$ cat src/design/nlc_pkg.sv
// Constants and types for the logic and constant-transfer execution block
package nlc_pkg;
  localparam int OPC_W = 9;
  localparam int NIB_W = 4;
  localparam int XADR_W = 4;
  // Full opcodes
  localparam logic [8:0] OPC_MEM_NE_ACC = 9'h009;
  localparam logic [8:0] OPC_MEM_NE_ZERO = 9'h033;
  localparam logic [8:0] OPC_YIDX_NE_ACC = 9'h002;
  localparam logic [8:0] OPC_OR_MEM_ACC = 9'h014;
  localparam logic [8:0] OPC_OR_MEM_INV = 9'h017;
  // Upper five bits of opcodes with a 4-bit constant field
  localparam logic [4:0] GRP_YIDX_NE_CONST = 5'h05;
  localparam logic [4:0] GRP_CONST_TO_ACC = 5'h0c;
  localparam logic [4:0] GRP_CONST_TO_YIDX = 5'h04;
  localparam logic [4:0] GRP_CONST_TO_MEM = 5'h06;
  // Upper seven bits of opcodes with a 2-bit bit-select field
  localparam logic [6:0] GRP_MEM_BIT_SET = 7'h28;
  localparam logic [6:0] GRP_MEM_BIT_CLEAR = 7'h29;
  localparam logic [6:0] GRP_ACC_BIT_FLAG = 7'h2a;
  localparam logic [6:0] GRP_MEM_BIT_FLAG = 7'h08;
  // Reset values and nibble constants
  localparam logic [3:0] ACC_RST = 4'h0;
  localparam logic [3:0] YIDX_RST = 4'h0;
  localparam logic STATUS_RST = 1'b1;
  localparam logic [3:0] NIB_ZERO = 4'h0;
  localparam logic [3:0] NIB_ONE = 4'h1;
  typedef enum logic [1:0] {NLC_ST_IDLE, NLC_ST_READ, NLC_ST_EXEC} nlc_state_t;
endpackage : nlc_pkg

$ cat src/design/nlc_alu.sv
// Opcode decode and result computation for one instruction
`timescale 1ns/10ps
`default_nettype none
module nlc_alu (
  input wire logic [8:0] opcode, // Instruction under execution
  input wire logic [3:0] acc, // Accumulator
  input wire logic [3:0] yidx, // Y register
  input wire logic [3:0] mem, // Addressed RAM nibble
  input wire logic status, // Current status flag
  output logic hit, // Opcode belongs to this group
  output logic flag, // Next status value
  output logic [3:0] acc_out, // Next accumulator
  output logic [3:0] yidx_out, // Next Y
  output logic [3:0] mem_out, // Nibble to write back
  output logic mem_we // Write the nibble back
);
  logic [3:0] cfield;
  logic [1:0] bsel;
  always_comb begin
    cfield = opcode[3:0];
    bsel = opcode[1:0];
    hit = 1'b1;
    flag = 1'b1;
    acc_out = acc;
    yidx_out = yidx;
    mem_out = mem;
    mem_we = 1'b0;
    if (opcode == nlc_pkg::OPC_MEM_NE_ACC) begin
      flag = (mem != acc);
    end else if (opcode == nlc_pkg::OPC_MEM_NE_ZERO) begin
      flag = (mem != nlc_pkg::NIB_ZERO);
    end else if (opcode == nlc_pkg::OPC_YIDX_NE_ACC) begin
      flag = (yidx != acc);
    end else if (opcode == nlc_pkg::OPC_OR_MEM_ACC) begin
      acc_out = mem | acc;
    end else if (opcode == nlc_pkg::OPC_OR_MEM_INV) begin
      acc_out = mem | ~acc;
    end else if (opcode[8:4] == nlc_pkg::GRP_YIDX_NE_CONST) begin
      flag = (yidx != cfield);
    end else if (opcode[8:4] == nlc_pkg::GRP_CONST_TO_ACC) begin
      acc_out = cfield;
    end else if (opcode[8:4] == nlc_pkg::GRP_CONST_TO_YIDX) begin
      yidx_out = cfield;
    end else if (opcode[8:4] == nlc_pkg::GRP_CONST_TO_MEM) begin
      mem_out = cfield;
      mem_we = 1'b1;
      yidx_out = yidx + nlc_pkg::NIB_ONE;
    end else if (opcode[8:2] == nlc_pkg::GRP_MEM_BIT_SET) begin
      mem_out[bsel] = 1'b1;
      mem_we = 1'b1;
    end else if (opcode[8:2] == nlc_pkg::GRP_MEM_BIT_CLEAR) begin
      mem_out[bsel] = 1'b0;
      mem_we = 1'b1;
    end else if (opcode[8:2] == nlc_pkg::GRP_MEM_BIT_FLAG) begin
      flag = mem[bsel];
    end else if (opcode[8:2] == nlc_pkg::GRP_ACC_BIT_FLAG) begin
      flag = acc[bsel];
    end else begin
      hit = 1'b0;
      flag = status;
    end
  end
endmodule : nlc_alu
`default_nettype wire

$ cat src/design/nlc_exec.sv
// Execution unit for logical compares, bit operations and constant loads
`timescale 1ns/10ps
`default_nettype none
// Notes on behaviour
// - Opcode 009: status is one when addressed nibble differs from accumulator
// - Opcode 033: status is one when addressed nibble is nonzero
// - Opcode 002: status is one when Y differs from accumulator
// - Opcodes 050-05F: status is one when Y differs from constant
// - Opcodes 0A0-0A3: set selected bit of addressed nibble, keep others
// - Opcodes 0A4-0A7: clear selected bit of addressed nibble, keep others
// - Opcodes 020-023: status takes selected bit of addressed nibble
// - Opcodes 0A8-0AB: status takes selected accumulator bit
// - Opcode 014: accumulator becomes nibble OR accumulator
// - Opcode 017: accumulator becomes nibble OR inverted accumulator
// - Opcodes 0C0-0CF: accumulator loads the constant
// - Opcodes 040-04F: Y loads the constant
// - Opcodes 060-06F: constant stored at X,Y, then Y increments
module nlc_exec (
  input wire logic ref_clk, // Processor clock
  input wire logic rst_n, // Synchronous reset, active low
  input wire logic instr_valid, // Opcode offered
  input wire logic [8:0] instr_opcode, // Opcode from program memory
  output logic instr_ready, // Unit can take an opcode
  input wire logic [3:0] x_idx, // X register, register select
  output logic [7:0] ram_addr, // RAM address {X, Y}
  output logic ram_rd_en, // RAM read strobe
  input wire logic [3:0] ram_rdata, // RAM data, one cycle after strobe
  output logic ram_we, // RAM write strobe
  output logic [3:0] ram_wdata, // RAM write data
  output logic [3:0] acc, // Accumulator
  output logic [3:0] yidx, // Y register
  output logic status, // Status flag
  output logic done, // Instruction retired
  output logic op_hit // Retired opcode was in this group
);
  nlc_pkg::nlc_state_t state_r, state_nxt;
  logic [8:0] op_r, op_nxt;
  logic [7:0] addr_r, addr_nxt;
  logic rd_r, rd_nxt;
  logic we_r, we_nxt;
  logic [3:0] wdata_r, wdata_nxt;
  logic [3:0] acc_r, acc_nxt;
  logic [3:0] y_r, y_nxt;
  logic st_r, st_nxt;
  logic done_r, done_nxt;
  logic hit_r, hit_nxt;
  logic a_hit, a_flag, a_mem_we;
  logic [3:0] a_acc, a_y, a_mem;
  // Snapshot of operands at retirement, read by the checks below
  logic [3:0] sn_acc_r, sn_y_r, sn_mem_r;
  logic [3:0] sn_acc_nxt, sn_y_nxt, sn_mem_nxt;

  nlc_alu u_alu (
    .opcode(op_r),
    .acc(acc_r),
    .yidx(y_r),
    .mem(ram_rdata),
    .status(st_r),
    .hit(a_hit),
    .flag(a_flag),
    .acc_out(a_acc),
    .yidx_out(a_y),
    .mem_out(a_mem),
    .mem_we(a_mem_we)
  );

  assign instr_ready = (state_r == nlc_pkg::NLC_ST_IDLE);
  assign ram_addr = addr_r;
  assign ram_rd_en = rd_r;
  assign ram_we = we_r;
  assign ram_wdata = wdata_r;
  assign acc = acc_r;
  assign yidx = y_r;
  assign status = st_r;
  assign done = done_r;
  assign op_hit = hit_r;

  always_comb begin
    state_nxt = state_r;
    op_nxt = op_r;
    addr_nxt = addr_r;
    rd_nxt = 1'b0;
    we_nxt = 1'b0;
    wdata_nxt = wdata_r;
    acc_nxt = acc_r;
    y_nxt = y_r;
    st_nxt = st_r;
    done_nxt = 1'b0;
    hit_nxt = hit_r;
    sn_acc_nxt = sn_acc_r;
    sn_y_nxt = sn_y_r;
    sn_mem_nxt = sn_mem_r;
    unique case (state_r)
      nlc_pkg::NLC_ST_IDLE: begin
        if (instr_valid) begin
          op_nxt = instr_opcode;
          addr_nxt = {x_idx, y_r};
          rd_nxt = 1'b1;
          state_nxt = nlc_pkg::NLC_ST_READ;
        end
      end
      nlc_pkg::NLC_ST_READ: begin
        state_nxt = nlc_pkg::NLC_ST_EXEC;
      end
      nlc_pkg::NLC_ST_EXEC: begin
        acc_nxt = a_acc;
        y_nxt = a_y;
        st_nxt = a_flag;
        we_nxt = a_mem_we;
        wdata_nxt = a_mem;
        done_nxt = 1'b1;
        hit_nxt = a_hit;
        sn_acc_nxt = acc_r;
        sn_y_nxt = y_r;
        sn_mem_nxt = ram_rdata;
        state_nxt = nlc_pkg::NLC_ST_IDLE;
      end
    endcase
  end

  always_ff @(posedge ref_clk) begin
    if (!rst_n) begin
      state_r <= nlc_pkg::NLC_ST_IDLE;
      op_r <= '0;
      addr_r <= '0;
      rd_r <= 1'b0;
      we_r <= 1'b0;
      wdata_r <= nlc_pkg::NIB_ZERO;
      acc_r <= nlc_pkg::ACC_RST;
      y_r <= nlc_pkg::YIDX_RST;
      st_r <= nlc_pkg::STATUS_RST;
      done_r <= 1'b0;
      hit_r <= 1'b0;
      sn_acc_r <= nlc_pkg::NIB_ZERO;
      sn_y_r <= nlc_pkg::NIB_ZERO;
      sn_mem_r <= nlc_pkg::NIB_ZERO;
    end else begin
      state_r <= state_nxt;
      op_r <= op_nxt;
      addr_r <= addr_nxt;
      rd_r <= rd_nxt;
      we_r <= we_nxt;
      wdata_r <= wdata_nxt;
      acc_r <= acc_nxt;
      y_r <= y_nxt;
      st_r <= st_nxt;
      done_r <= done_nxt;
      hit_r <= hit_nxt;
      sn_acc_r <= sn_acc_nxt;
      sn_y_r <= sn_y_nxt;
      sn_mem_r <= sn_mem_nxt;
    end
  end
endmodule : nlc_exec
`default_nettype wire

$ cat config.mk
export PLATFORM = sky130hd
export DESIGN_NAME = nlc_exec
export DESIGN_NICKNAME = d
export VERILOG_FILES = /design/src/design/nlc_pkg.sv /design/src/design/nlc_alu.sv /design/src/design/nlc_exec.sv
export SDC_FILE = /design/constraint.sdc
export NUM_CORES = 1
export LEC_CHECK = 0
export BUFFER_PORTS_ARGS = -buffer_cell sky130_fd_sc_hd__buf_2
export CORE_ASPECT_RATIO = 1.5
export CORE_MARGIN = 2
export CORE_UTILIZATION = 55
export CTS_CLUSTER_DIAMETER = 30
export DETAILED_ROUTE_END_ITERATION = 10
export GPL_ROUTABILITY_DRIVEN = 0
export PLACE_DENSITY = 0.8
export SLEW_MARGIN = 20
export SYNTH_ARGS = -nofsm -noshare
export SYNTH_HDL_FRONTEND = slang
export SYNTH_SLANG_ARGS = --single-unit
$ cat constraint.sdc
create_clock -name ref_clk -period 2.4 [get_ports ref_clk]
set_input_delay 0.48 -clock ref_clk [delete_from_list [all_inputs] [get_ports ref_clk]]
set_output_delay 0.48 -clock ref_clk [all_outputs]
set_load 0.01 [all_outputs]
# After elaboration in Yosys (flattened, before gate mapping)
# Cells that the tools add are included.
[word_totals]
wordCells = 117
reg_bits = 36
[op_classes]
muxes = 56
bitwise_logic = 15
n_eq_ne = 20
addsub = 1
reduce_logical = 12
magnitude_cmp = 2
[ops]
columns = ["cell", "n"]
rows = [
  ["$mux W4", 17],
  ["$mux W1", 34],
  ["$eq A7 B6 Y1 const B", 3],
  ["$eq A9 B5 Y1 const B", 2],
  ["$eq A5 B3 Y1 const B", 3],
  ["$reduce_bool A13 Y1", 1],
  ["$ne A4 B4 Y1", 3],
  ["$or A4 B4 Y4", 3],
  ["$reduce_or A10 Y1", 1],
  ["$eq A9 B2 Y1 const B", 1],
  ["$eq A9 B4 Y1 const B", 1],
  ["$eq A9 B6 Y1 const B", 1],
  ["$not A1 Y1", 9],
  ["$reduce_and A9 Y1", 1],
  ["$not A4 Y4", 2],
  ["$eq A7 B4 Y1 const B", 1],
  ["$pmux W2 S3", 1],
  ["$reduce_and A2 Y1", 3],
  ["$reduce_and A6 Y1", 1],
  ["$eq A5 B4 Y1 const B", 1],
  ["$add A4 B1 Y4 const B", 1],
  ["$and A4 B4 Y4", 1],
  ["$bmux W1 S2", 2],
  ["$reduce_bool A4 Y1", 1],
  ["other kinds (12)", 12],
]

# Longest topological paths before layout
[depth]
depth_word = 17
mapped_depth = 9

# By module
# A second synthesis with hierarchy kept.
[unflattened]
hier_cells = 301
area_unflattened_um2 = 2484.9
[modules_own_cells]
columns = ["module", "seq_area_each_um2", "instances", "area_per_inst_um2", "cells_each"]
rows = [
  ["nlc_exec", 720.7, 1, 1450.1, 147],
  ["nlc_alu", 0.0, 1, 1034.7, 154],
]

# Worst setup path after synthesis
# Ideal clock, no wire load.
[synth_timing]
kind = "flip-flop to flip-flop"
start = "register op_r[3]"
end = "register acc_r[3] (netlist: acc[3])"
n_path_buf = 3
setup_time_ns = 0.120
stages_incl_launch_ff = 10
required_ns = 2.280
setup_slack_ns = 0.238
arrival_ns = 2.042
path_cell_list = "dfxtp_1 buf_6 or4_4 buf_6 or3_4 buf_6 nor2_4 o21a_4 nor3b_1 nor3b_1"
[synth_via]
elab_chain_cells = 4
elab_cells_between_ends = 15
cone_classes = "eq/ne: 6; mux: 4; bitwise: 3; reduce/logical: 2"
[synth_lines]
columns = ["item", "line_no", "source"]
rows = [
  ["start: declaration", "nlc_exec.sv:37", "logic [8:0] op_r, op_nxt;"],
  ["start signal: assignment", "nlc_exec.sv:139", "op_r <= op_nxt;"],
  ["branches (longest 4 deep; another with $eq A9 B5 Y1)", "-", ""],
  ["end signal: assignment", "nlc_exec.sv:129", "acc_r <= nlc_pkg::ACC_RST;"],
  ["end signal: assignment", "nlc_exec.sv:144", "acc_r <= acc_nxt;"],
  ["end: declaration", "nlc_exec.sv:42", "logic [3:0] acc_r, acc_nxt;"],
]
# Several ways; the timed one is not identified. The select of a mux whose other input is x is not followed.
# A chain may end at the register's enable or synchronous reset.

# Worst setup path in the final report
[layout_timing]
start = "register op_r[7]"
end = "register acc_r[2] (netlist: acc[2])"
[layout_via]
elab_chain_cells = 3
elab_cells_between_ends = 15
cone_classes = "eq/ne: 8; mux: 2; bitwise: 3; reduce/logical: 2"
[layout_lines]
columns = ["item", "line_no", "source"]
rows = [
  ["$eq A9 B5 Y1, or another cell as far along", "nlc_alu.sv:36", "end else if (opcode == nlc_pkg::OPC_OR_MEM_INV) begin"],
  ["$ne A3 B1 Y1 (no line), or another cell as far along", "-", ""],
  ["$reduce_and A6 Y1 (no line) or $mux W4 (tied branches)", "-", ""],
]
# Several ways; a longest one is shown, not always the timed one.

==> metrics.md <==
| Metric | Value |
|---|---|
| Hold path start | `x_idx[3]` |
| FMAX | `468 MHz` |
| RSZ-0062 raised after global routing | `no` |
| Synth Flop Type | `dfxtp_1` |
| YS warnings | `0` |
| Max-capacitance violation count | `0` |
| Final setup violation count | `0` |
| CP cell instances | `or4_4 > or3_4 > nor2_4 > o21a_4 > mux2i_1 > and2_1` |
| Main area contributors after synthesis | `dfxtp_1, nand2_1, a21boi_0` |
| Vias per inst | `5.75` |
| Max Clock Skew | `0.00628 ns` |
| Worst setup endpoint | `acc[2]` |
| Period Utilization, post-route | `89.0%` |
| # fillers | `341` |
| Status | `finished, final reports clean` |
| Clk_lat worst skew | `0.29 ns` |
| Area fraction in compound gates after synthesis | `20.7%` |
| # clock sinks | `36` |
| Final Slew Violations | `0` |
| Number of diodes | `0` |
| EDFF count, synth | `0` |
| Die W | `56.7 um` |
| Max-slew headroom | `59.5%` |
| Mapped cell area | `0.00229 sq mm` |
| Slowest CP cell | `or4_4` |
| Worst Max-Slew Pin Slew | `0.607 ns` |
| Top-Level Pins | `46` |
| Clock root cell | `clkbuf_8` |
| Cts bufs inserted | `5` |
| # Post-CTS Setup Buffers | `0` |
| P_leak | `0.00110 uW` |
| Via count | `2086` |
| Top-area cell type share of the netlist area | `31.5%` |
| Post-CTS Hold Buffers | `0` |
| Synth unique cells | `55` |
| Starting Density | `57.9%` |
| Die ar. | `0.00471 sq mm` |
| Number of global-route vias before repair | `1885` |
| Dpl hpwl | `3880 um` |
| Mux contribution to synthesized area | `4.59%` |
| Total gr overflow | `0` |
| Share of layout cells above drive strength 1 | `21.4%` |
| Largest net degree at the start of global routing | `23` |
| Core area | `0.00396 sq mm` |
| Synth top cells by count | `nand2_1, dfxtp_1, a21boi_0` |
| Setup crit end kind | `flip-flop` |
| Post-Synthesis Net Count | `315` |
| Wire length of the first global-routing pass | `8940 um` |
| Fin nets | `349` |
| Worst Path Buf+Inv | `0` |
| Max incr delay on CP | `0.57 ns` |
| Drt first pass iters | `4` |
| CTS Buffer Depth | `2` |
| DR iter-0 viols | `65` |
| Cell family with most CP delay | `simple AND/OR/NAND/NOR gates` |
| Synth Area in Adders | `6.99%` |
| Die Ht | `83.0 um` |
| CP Launch Point | `op_r[7]` |
| Number of synthesized register bits | `36` |
| Wire per inst | `14.4 um` |
| Area Overhead vs Synth | `13.9%` |
| Largest family of logic cells by synthesized area | `simple AND/OR/NAND/NOR gates` |
| Power Density | `584 mW/mm^2` |
| HP Class | `in2reg` |
| Cell accounting for the most synthesized area | `dfxtp_1` |
| Cell depth of the worst setup path | `6` |
| Initial antenna violation count | `0` |
| Worst r2r src | `op_r[7]` |
| Dpl cell area | `0.00251 sq mm` |
| Cells after Synth | `283` |
| Most frequent cell after synthesis | `nand2_1` |
| Critical Path AT | `2.37 ns` |
| Fin. Hold Viols | `0` |
| Setup crit start kind | `flip-flop` |
| Minimum clock period | `2.14 ns` |
| Setup tns final | `0 ns` |
| Clock-pin slew on the worst setup and hold paths | `0.08 ns` |
| Post-CTS sizing | `0` |
| # port buffers | `45` |
| DRC | `0` |
| Async SR Flop Fraction | `0%` |
| Antenna Nets Post-Route | `0` |
| Worst reg-to-reg path cell count | `6` |
| Overall routing resource usage | `23.7%` |
| CTS tree | `done` |
| Final Instance Area | `0.00261 sq mm` |
| Simple-Gate Fraction of Synth Area | `25.1%` |
| CP required | `2.64 ns` |
| Worst-path maximum fanout | `11` |
| XOR/XNOR Fraction of Synth Area | `3.06%` |
| Mapped Avg Cell Area | `8.10 sq um` |
| CP Class | `reg2reg` |
| FP Rows | `28` |
| Post-synthesis sequential area ratio | `31.5%` |
| Final wirelength | `5240 um` |
| Register-to-register setup slack | `0.26 ns` |
| FF-to-FF End | `acc[2]` |
| H-tree depth | `2` |
| Worst vdd ir | `0.773 mV` |
-- metal layers --
layer / global-route usage, % / vias up / part of all wire (%)
li1: - / 1050 / -
met1: 30.3 / 961 / 42
met4: 8.87 / 0 / 2.4
met2: 38.4 / 64 / 50
met5: 0 / - / 0
met3: 5.14 / 11 / 5.4
-- tightest hold or removal path, delay by kind of cell --
kind	cells	cell delay (ns)
buffers and inverters	1	0.09
AOI/OAI and AO/OA	1	0.06
and+or+nand+nor	1	0.04
-- cells by family after synthesis --
kind of cell / Yosys count
compound gates: 64
mux: 8
flops: 36
fa+ha+maj: 13
xor+xnor: 8
simple gates: 111
buf+inv: 43
-- cell usage in the layout (no fill, tap or decap), types with 3 or more instances in the layout --
cell type  instances
ha_1              12
buf_2             45
nor3_1             5
a21oi_1            5
or3_1              4
nand3_1            7
nand2_1           45
nor4_1             4
xor2_1             3
mux2i_1            6
inv_1             17
and3_1             4
buf_4              8
dfxtp_1           36
nor2b_1            5
a21boi_0          22
xnor2_1            5
and2_1             7
nor2_1            10
o32ai_1            3
a22oi_1            3
o21ai_0            9
clkbuf_8           6
nand2b_1           7
nand4_1            3
-- worst min-delay path by stage --
| stage | endpoint | cells after the start | slack (ns) |
|---|---|---|---|
| finish | ram_addr[7] | 3 | 0.43 |
| global route | ram_addr[7] | 3 | 0.43 |
| CTS | ram_addr[6] | 3 | 0.43 |
| detailed placement | ram_addr[7] | 2 | 0.45 |
| global placement | ram_addr[7] | 2 | 0.45 |
| floorplan | ram_addr[0] | 2 | 0.49 |
-- flip-flops by register name, summed over array words and instances, names as in the netlist, 2 cells and up --
signal / flops
ram_addr: 8
state_r: 2
op_r: 9
yidx: 4
ram_wdata: 4
acc: 4
-- power by group --
group	internal (uW)	switching [uW]	total, uW
logic	156	210	367
registers	640	51.9	692
clock network	232	233	465
total	1030	495	1520
-- final cells by class --
cell class	count	area (sq um)	share of cell area (%)
flip-flops and latches	36	721	27.6
clock inverters	2	15.0	0.576
well taps	45	56.3	2.16
inverters	17	63.8	2.45
clock buffers	6	82.6	3.17
repair buffers	53	285	10.9
multi-input cells	204	1390	53.1
-- through the flow --
| stage | hold slack [ns] | util [%] | instances | total power, uW | setup slack, ns |
|---|---|---|---|---|---|
| floorplan | 0.488 | - | 283 | 970 | 0.238 |
| global placement | 0.447 | 63.4 | 355 | 1060 | 0.369 |
| detailed placement | 0.455 | 63.4 | 355 | 1070 | 0.305 |
| CTS | 0.427 | 65.9 | 363 | 1530 | 0.284 |
| global route | 0.432 | 65.9 | 363 | 1610 | 0.123 |
| finish | 0.427 | 65.9 | 363 | 1520 | 0.264 |
Power figures use the tool's default switching activity.
